**config.mk**
```make
export PLATFORM = sky130hd
export DESIGN_NAME = message_device_comm_regs
export DESIGN_NICKNAME = d
export VERILOG_FILES = /design/src/msg_regs_pkg.sv /design/src/message_device_comm_regs.sv
export SDC_FILE = /design/constraint.sdc
export NUM_CORES = 1
export LEC_CHECK = 0
export BUFFER_PORTS_ARGS = -buffer_cell sky130_fd_sc_hd__buf_4
export CORE_AREA = 2 2 98 100
export DETAILED_ROUTE_END_ITERATION = 8
export DIE_AREA = 0 0 100 102
export PLACE_DENSITY = 0.84
export SYNTH_ARGS = -nofsm -noshare
export SYNTH_HDL_FRONTEND = slang
export SYNTH_SLANG_ARGS = --single-unit
```
**constraint.sdc**
```tcl
create_clock -name clock -period 4.8 [get_ports clock]
set_input_delay 0 -clock clock [delete_from_list [all_inputs] [get_ports clock]]
set_output_delay 0 -clock clock [all_outputs]
set_load 0.1 [all_outputs]
```
**src/msg_regs_pkg.sv**
```systemverilog
// Purpose: Constants shared by the communication register bank
// Assumes: Short address space offsets count in bytes, 16-bit registers
// Notes:   Capability straps are module parameters of the bank
package msg_regs_pkg;

	// Register byte offsets within the short address window
	localparam logic [5:0] CAPABILITY_FLAGS_OFS = 6'h08;
	localparam logic [5:0] HANDSHAKE_STATUS_OFS = 6'h0A;
	localparam logic [5:0] DATA_HIGH_OFS        = 6'h0C;
	localparam logic [5:0] DATA_LOW_OFS         = 6'h0E;
	localparam logic [5:0] SIGNAL_INBOX_OFS     = 6'h10;

	// Capability register field positions
	localparam int CAP_SERVANT_ONLY_BIT = 15;
	localparam int CAP_SIGNAL_ABSENT_BIT = 14;
	localparam int CAP_NO_MASTER_BIT    = 13;
	localparam int CAP_INTERRUPTER_BIT  = 12;
	localparam int CAP_FAST_HS_BIT      = 11;
	localparam int CAP_NO_SHMEM_BIT     = 10;
	localparam int CAP_WIDE32_BIT       = 9;
	localparam int CAP_WIDE64_BIT       = 8;
	localparam logic [3:0] RESERVED_ONES_FIELD = 4'hF;

	// Handshake status field positions
	localparam int HS_ZERO_BIT      = 15;
	localparam int HS_RESERVED_BIT  = 14;
	localparam int HS_BYTE_OUT_BIT  = 13;
	localparam int HS_BYTE_IN_BIT   = 12;
	localparam int HS_ERR_N_BIT     = 11;
	localparam int HS_READ_RDY_BIT  = 10;
	localparam int HS_WRITE_RDY_BIT = 9;

	// Signal word layout
	localparam int SIG_EVENT_BIT = 15;

	// Termination stretch limit
	localparam int CLOCK_HZ         = 25_000_000;
	localparam int STRETCH_LIMIT_US = 20;
	localparam int STRETCH_CYCLES   = (STRETCH_LIMIT_US * (CLOCK_HZ / 1_000_000));

	// Bus cycle states
	typedef enum logic [1:0] {
		ST_IDLE   = 2'b00,
		ST_WAIT   = 2'b01,
		ST_TERM   = 2'b10
	} cycle_state_t;

	// Terminations
	typedef enum logic [1:0] {
		TERM_ACK   = 2'b00,
		TERM_RETRY = 2'b01,
		TERM_ERROR = 2'b10
	} term_t;

endpackage : msg_regs_pkg

```
**src/message_device_comm_regs.sv**
```systemverilog
// Purpose: Communication register bank of a message-based instrument
// Assumes: Bus strobes are synchronous to clock; one cycle per strobe edge
// Notes:   Terminations are held until the data strobe is withdrawn

module message_device_comm_regs #(
	parameter bit         SERVANT_ONLY     = 1'b1,
	parameter bit         SIGNAL_PRESENT   = 1'b1,
	parameter bit         MASTER_CAPABLE   = 1'b1,
	parameter bit         INTERRUPTER      = 1'b0,
	parameter bit         FAST_HANDSHAKE   = 1'b0,
	parameter bit         SHARED_MEMORY    = 1'b0,
	parameter bit         WIDE32           = 1'b0,
	parameter bit         WIDE64           = 1'b0,
	parameter bit         RETRY_PREFERRED  = 1'b1,
	parameter logic [3:0] DEV_DEP_BITS     = 4'hF,
	parameter logic [6:0] STATUS_DEV_BITS  = 7'h7F,
	parameter int         STRETCH_LIMIT    = msg_regs_pkg::STRETCH_CYCLES
) (
	input  wire logic        clock,
	input  wire logic        sys_rst,
	// Backplane slave side
	input  wire logic        bus_sel,
	input  wire logic [5:0]  bus_addr,
	input  wire logic        bus_write,
	input  wire logic        bus_ds0,
	input  wire logic        bus_ds1,
	input  wire logic [15:0] bus_wdata,
	output logic      [15:0] bus_rdata,
	output logic             bus_ack,
	output logic             bus_retry,
	output logic             bus_error,
	// Internal logic side
	output logic      [15:0] signal_word,
	output logic             signal_pending,
	output logic             signal_strobe,
	input  wire logic        signal_consume,
	output logic      [15:0] data_in_word,
	output logic             data_in_strobe,
	input  wire logic [15:0] result_low,
	input  wire logic [15:0] result_high,
	input  wire logic        result_load,
	input  wire logic        write_accept_ready,
	input  wire logic        byte_out_ready,
	input  wire logic        byte_in_ready,
	input  wire logic        protocol_error_set,
	input  wire logic        protocol_error_reported
);

	typedef struct packed {
		msg_regs_pkg::cycle_state_t state;
		msg_regs_pkg::term_t        term;
		logic [31:0]                stretch;
		logic [15:0]                rdata;
		logic                       ack;
		logic                       retry;
		logic                       error;
		logic [15:0]                sig_word;
		logic                       sig_pending;
		logic                       sig_strobe;
		logic [15:0]                din_word;
		logic                       din_strobe;
		logic [15:0]                dout_low;
		logic [15:0]                dout_high;
		logic                       read_ready;
		logic                       write_ready;
		logic                       err_pending;
	} state_t;

	state_t s_q;
	state_t s_d;

	function automatic logic [15:0] capability_word();
		logic [15:0] w;
		w = 16'h0000;
		w[msg_regs_pkg::CAP_SERVANT_ONLY_BIT]  = SERVANT_ONLY;
		w[msg_regs_pkg::CAP_SIGNAL_ABSENT_BIT] = ~SIGNAL_PRESENT;
		w[msg_regs_pkg::CAP_NO_MASTER_BIT]     = ~MASTER_CAPABLE;
		w[msg_regs_pkg::CAP_INTERRUPTER_BIT]   = INTERRUPTER;
		w[msg_regs_pkg::CAP_FAST_HS_BIT]       = ~FAST_HANDSHAKE;
		w[msg_regs_pkg::CAP_NO_SHMEM_BIT]      = ~SHARED_MEMORY;
		w[msg_regs_pkg::CAP_WIDE32_BIT]        = ~WIDE32;
		w[msg_regs_pkg::CAP_WIDE64_BIT]        = ~(WIDE32 & WIDE64);
		w[7:4] = msg_regs_pkg::RESERVED_ONES_FIELD;
		w[3:0] = DEV_DEP_BITS;
		return w;
	endfunction : capability_word

	// Status word is assembled from independent flops and the live byte ready inputs,
	// so no bit is rewritten when another changes
	function automatic logic [15:0] status_word(input state_t s);
		logic [15:0] w;
		w = 16'h0000;
		w[msg_regs_pkg::HS_ZERO_BIT]      = 1'b0;
		w[msg_regs_pkg::HS_RESERVED_BIT]  = 1'b1;
		w[msg_regs_pkg::HS_BYTE_OUT_BIT]  = byte_out_ready;
		w[msg_regs_pkg::HS_BYTE_IN_BIT]   = byte_in_ready;
		w[msg_regs_pkg::HS_ERR_N_BIT]     = ~s.err_pending;
		w[msg_regs_pkg::HS_READ_RDY_BIT]  = s.read_ready;
		w[msg_regs_pkg::HS_WRITE_RDY_BIT] = s.write_ready;
		w[8]   = 1'b1;
		w[7:0] = {1'b1, STATUS_DEV_BITS};
		return w;
	endfunction : status_word

	// Offset match inside the short window
	function automatic logic window_hit(input logic [5:0] a,
		input logic [5:0] ofs);
		return a == ofs;
	endfunction : window_hit

	// Read value of one window offset; unmapped offsets read all ones
	function automatic logic [15:0] read_word(input logic [5:0] a,
		input state_t s);
		logic [15:0] w;
		w = 16'hFFFF;
		case (a)
			msg_regs_pkg::CAPABILITY_FLAGS_OFS: w = capability_word();
			msg_regs_pkg::HANDSHAKE_STATUS_OFS: w = status_word(s);
			msg_regs_pkg::DATA_HIGH_OFS:        w = s.dout_high;
			msg_regs_pkg::DATA_LOW_OFS:         w = s.dout_low;
			default:                            w = 16'hFFFF;
		endcase
		return w;
	endfunction : read_word

	// Store a signal word and pulse the location monitor
	function automatic state_t accept_signal(input state_t s,
		input logic [15:0] word);
		state_t n;
		n             = s;
		n.sig_word    = word;
		n.sig_pending = 1'b1;
		n.sig_strobe  = 1'b1;
		return n;
	endfunction : accept_signal

	// The take edge and the edge that registers the retry both count,
	// so the retry stands STRETCH_LIMIT - 1 cycles after the take
	function automatic logic stretch_done(input logic [31:0] count);
		return count >= 32'(STRETCH_LIMIT - 2);
	endfunction : stretch_done

	// Terminations follow the next state and drop with the live strobe
	function automatic logic [2:0] term_lines(input state_t s,
		input logic stb);
		logic [2:0] t;
		t = 3'h0;
		if ((s.state == msg_regs_pkg::ST_TERM) && stb) begin
			case (s.term)
				msg_regs_pkg::TERM_ACK:   t = 3'h1;
				msg_regs_pkg::TERM_RETRY: t = 3'h2;
				msg_regs_pkg::TERM_ERROR: t = 3'h4;
				default:                  t = 3'h0;
			endcase
		end
		return t;
	endfunction : term_lines

	logic strobe;
	logic odd_lane;
	logic sig_hit;
	logic low_hit;

	always_comb begin
		strobe   = bus_sel & (bus_ds0 | bus_ds1);
		odd_lane = bus_ds0;  // Low lane holds the odd byte
		sig_hit  = window_hit(bus_addr, msg_regs_pkg::SIGNAL_INBOX_OFS);
		low_hit  = window_hit(bus_addr, msg_regs_pkg::DATA_LOW_OFS);
	end

	always_comb begin
		s_d = s_q;
		s_d.sig_strobe = 1'b0;
		s_d.din_strobe = 1'b0;

		// Set wins over clear for the error, signal and read ready flags
		if (signal_consume) begin
			s_d.sig_pending = 1'b0;
		end
		if (protocol_error_reported) begin
			s_d.err_pending = 1'b0;
		end
		if (protocol_error_set) begin
			s_d.err_pending = 1'b1;
		end
		if (result_load) begin
			s_d.dout_low   = result_low;
			s_d.dout_high  = result_high;
			s_d.read_ready = 1'b1;
		end
		if (write_accept_ready) begin
			s_d.write_ready = 1'b1;
		end

		case (s_q.state)
			msg_regs_pkg::ST_IDLE: begin
				s_d.stretch = 32'h0000_0000;
				if (strobe) begin
					s_d.state = msg_regs_pkg::ST_TERM;
					s_d.term  = msg_regs_pkg::TERM_ACK;
					s_d.rdata = 16'hFFFF;
					if (!bus_write) begin
						s_d.rdata = read_word(bus_addr, s_q);
						// A result loaded in the same cycle wins over the read
						if (low_hit && !result_load) begin
							s_d.read_ready = 1'b0;
						end
					end else if (sig_hit && SIGNAL_PRESENT) begin
						// Byte write on the even lane alone stays unseen
						if (!odd_lane) begin
							s_d.term = msg_regs_pkg::TERM_ACK;
						end else if (s_q.sig_pending && !signal_consume) begin
							s_d.state = msg_regs_pkg::ST_WAIT;
						end else begin
							s_d = accept_signal(s_d, bus_wdata);
						end
					end else if (low_hit) begin
						s_d.din_word    = bus_wdata;
						s_d.din_strobe  = 1'b1;
						s_d.write_ready = 1'b0;
					end else if (sig_hit) begin
						// Non-working signal register: acknowledged, data dropped
						s_d.term = msg_regs_pkg::TERM_ACK;
					end
				end
			end
			msg_regs_pkg::ST_WAIT: begin
				// Stretch while the earlier signal may still be consumed
				if (!strobe) begin
					// Master withdrew: drop the word, never store stale data
					s_d.state = msg_regs_pkg::ST_IDLE;
				end else if (!s_q.sig_pending || signal_consume) begin
					s_d       = accept_signal(s_d, bus_wdata);
					s_d.term  = msg_regs_pkg::TERM_ACK;
					s_d.state = msg_regs_pkg::ST_TERM;
				end else if (stretch_done(s_q.stretch)) begin
					s_d.term  = RETRY_PREFERRED ? msg_regs_pkg::TERM_RETRY
						: msg_regs_pkg::TERM_ERROR;
					s_d.state = msg_regs_pkg::ST_TERM;
				end else begin
					s_d.stretch = s_q.stretch + 32'h0000_0001;
				end
			end
			msg_regs_pkg::ST_TERM: begin
				if (!strobe) begin
					s_d.state = msg_regs_pkg::ST_IDLE;
				end
			end
			default: s_d.state = msg_regs_pkg::ST_IDLE;
		endcase

		{s_d.error, s_d.retry, s_d.ack} = term_lines(s_d, strobe);
	end

	always_ff @(posedge clock) begin
		if (sys_rst) begin
			s_q <= '0;
		end else begin
			s_q <= s_d;
		end
	end

	always_comb begin
		bus_rdata      = s_q.rdata;
		bus_ack        = s_q.ack;
		bus_retry      = s_q.retry;
		bus_error      = s_q.error;
		signal_word    = s_q.sig_word;
		signal_pending = s_q.sig_pending;
		signal_strobe  = s_q.sig_strobe;
		data_in_word   = s_q.din_word;
		data_in_strobe = s_q.din_strobe;
	end

endmodule : message_device_comm_regs

```
==> results.md <==
* Status: finished clean
* Area of the multi-input gates at 0.00215 mm^2
* Cell row count at 35
* Final setup fails at 0
* Initial antenna violation count at 0
* Gr usage total at 27.2%
* Register Area at 0.00250 mm^2
* Number of global-route vias before repair at 4547
* Avg Cell Area, Syn at 9.22 um^2
* TritonCTS clock tree: yes
* Max_cap viols at 0
* RSZ-0062 raised after global routing: false
* Remaining global-route overflow at 0
* Leakage at 2.93 nW
* First-pass GRT wire length at 21900 um
* Share of layout cells above drive strength 1 at 25.9%
* Max FO, Critical Path at 18
* Worst reg2reg setup slack at 2.11 ns
* Number of synthesized flops with an enable pin at 0
* Final worst setup slack at 2.11 ns
* Num CTS Buffers at 17
* # diodes at 0
* Pre-antenna DRT Iters at 5
* CTS max path bufs at 2
* Initial Util at 56.8%
* CP Data Required Time at 5.14 ns
* Synthesized flop and latch total at 125
* DP HPWL at 7640 um
* Asr flop ratio synth at 0%
* Final period util at 56.1%
* Fillcell total at 547
* P per Cell Area at 394 mW/mm^2
* GPL Wtd Cong at 0.812
* Fin crit period at 2.69 ns
* Final Hold Fails at 0
* Layout Skew at 0.00680 ns
* Final-stage net count at 747
* Setup TNS at 0 ns
* Die Y at 102 um
* Startpoint types: flip-flop
* Reg clk slew, reported paths at 0.06 ns
* DR vias/cell at 5.65
* Capture point of the worst path: data_in_word[0]$_SDFFE_PP0P_
* Crit path cell chain: nor3_2 -> nand4_1 -> nand2_1 -> a21oi_1
* Crit path capture type: flip-flop
* Distinct cell type count after synthesis at 48
* Slew at the pin closest to its max-slew limit at 1.12 ns
* Top_reg_cell synth: dfxtp_1
* Yosys warns at 0
* Pre-CTS WS at 2.30 ns
* FF-to-FF End: data_in_word[0]$_SDFFE_PP0P_
* R2R depth at 4
* Largest net degree at the start of global routing at 94
* Post-cts resize count at 0
* CP max stage delay at 0.92 ns
* Count of pins over their slew limit at 0
* Syn Inst Count at 561
* ANT nets after route at 0
* Worst hold path type: in2reg
* CTS root buf: clkbuf_8
* Core area at 0.00911 mm^2
* DR iter-0 viols at 260
* PortBufs at 120
* Top Ports at 121
* CP Launch Point: s_q[123]$_SDFF_PP0_
* Slowest CP cell: nor3_2
* Die width at 100 um
* Clk_lat worst skew at 0.51 ns
* Die Area at 0.0102 mm^2
* Critical path arrival at 3.04 ns
* Wirelength per Cell at 16.9 um
* Net Count, Synth at 630
* P&R area growth vs syn at 33.6%
* Worst Setup Path Type: reg2reg
* Clock Sinks at 125
* Max VDD drop at 0.338 mV
* Drt drc at 0
* Crit Reg-Reg Startpoint: s_q[123]$_SDFF_PP0_
* Worst slew margin at 25.0%
* Final WL at 13600 um
* Mapped Area at 0.00517 mm^2
* H-Tree Depth at 4
* Via count at 4529
* Sequential share of the synthesized area at 48.4%
* Fmax at 0.371 GHz
-- placed cells by master (no fill, tap or decap), drive strengths merged, types with 2 or more instances in the layout --
cell type / n
nand2b: 2
nor3: 29
buf: 120
ha: 2
dfxtp: 125
and2: 15
a221oi: 5
a211oi: 2
dlygate4sd3: 56
nand4: 4
clkbuf: 19
and3: 5
a21oi: 39
or4: 2
a31oi: 7
clkinv: 3
clkinvlp: 4
inv: 10
nand2: 38
a41oi: 2
and4: 3
nand3: 5
or3: 4
o21ai: 8
mux2: 16
nor2: 91
or2: 2
mux2i: 48
nor4: 10
bufinv: 4
-- where the power goes --
part,leakage [nW],switching [W],internal [W]
clock,0.297,0.000466,0.000872
combinational,1.61,0.000178,0.000116
sequential,1.02,0.0000197,0.00107
total,2.93,0.000664,0.00206
-- cell type report --
type	instances	area share, %
clock buffer	19	6.39
timing repair buffer	176	21.2
inverter	8	0.435
sequential	125	36.2
tap	111	2.01
multi-input combinational	350	31.1
clock inverter	13	2.70
-- metrics by stage --
| step | hold WS [ns] | instances | util, % | power [W] | instance area (um^2) |
|---|---|---|---|---|---|
| 6_report | 0.0353 | 802 | 75.8 | 0.00272 | 6910 |
| 4_1_cts | 0.0224 | 802 | 75.8 | 0.00272 | 6910 |
| 3_3_place_gp | 0.211 | 714 | 62.8 | 0.00135 | 5720 |
| 2_1_floorplan | 0.117 | 561 | - | 0.00129 | 5170 |
| 5_1_grt | 0.0603 | 802 | 75.8 | 0.00281 | 6910 |
| 3_5_place_dp | 0.218 | 714 | 62.8 | 0.00135 | 5720 |
-- flip-flops by register name (all words and copies together), names as in the netlist --
signal,flops
signal_word,16
data_in_word,16
signal_strobe,1
s_q,71
bus_retry,1
signal_pending,1
bus_error,1
bus_ack,1
bus_rdata,16
data_in_strobe,1
-- cell families (layout without fill, tap and decap cells) --
group,count (synthesis),count (layout),share of synthesized area (%)
AOI/OAI and AO/OA,69,69,8.01
xor gates and xnor gates,1,1,0.169
and+or+nand+nor,214,214,20.1
DFF,125,125,48.4
adders and majority gates,2,2,0.484
muxes,64,64,12.8
buffers and inverters,86,216,10.1
-- synthesized netlist by cell type, types with 2 or more instances --
master / instances / share of area, %
nor4_1: 8 / 0.97
nor3_1: 27 / 2.6
nand4_1: 4 / 0.48
inv_1: 8 / 0.58
or2_2: 2 / 0.24
nand3_1: 5 / 0.48
and3_1: 5 / 0.60
buf_1: 2 / 0.15
buf_6: 2 / 0.44
a221oi_1: 5 / 0.85
or3_1: 4 / 0.48
nand2b_1: 2 / 0.24
nand2_1: 38 / 2.8
nor2_1: 90 / 6.5
and4_1: 2 / 0.34
mux2i_1: 48 / 9.3
a31oi_1: 7 / 0.85
mux2_2: 16 / 3.5
a211oi_1: 2 / 0.29
and2_1: 15 / 1.8
a21oi_1: 38 / 3.7
or4_1: 2 / 0.29
buf_2: 4 / 0.39
clkbuf_1: 22 / 1.6
o21ai_0: 7 / 0.68
buf_4: 48 / 7.0
a41oi_1: 2 / 0.34
ha_1: 2 / 0.48
dfxtp_1: 125 / 48
-- layer usage --
layer  up-vias  track usage [%]  routed length, um
met2       206             49.5               6990
met1      2162             30.3               5310
met4         0             13.0                493
li1       2107                -                  -
met5         -                0                  0
met3        54             6.22                762
-- worst min path at each step --
stage	from	end	slack [ns]	cells past startpoint
final	bus_addr[0]	s_q[123]$_SDFF_PP0_	0.04	5
after global routing	bus_addr[3]	bus_rdata[14]$_SDFFE_PP0P_	0.06	4
after CTS	bus_addr[0]	s_q[123]$_SDFF_PP0_	0.02	5
after detailed placement	protocol_error_set	s_q[0]$_SDFF_PP0_	0.22	3
after global placement	protocol_error_set	s_q[0]$_SDFF_PP0_	0.21	3
after floorplan	protocol_error_set	s_q[0]$_SDFF_PP0_	0.12	2
-- timing repair --
action	in CTS	in global routing
hold endpoints to repair	72	0
buffers inserted	0	0
hold buffers	56	0
-- worst max-delay path: cells and delay by family (launching register included) --
kind	cells	cell delay, ns
DFF	1	0.40
and+or+nand+nor	3	2.02
AOI/OAI and AO/OA	1	0.10
Note: power is estimated with default switching activity, not from simulation.
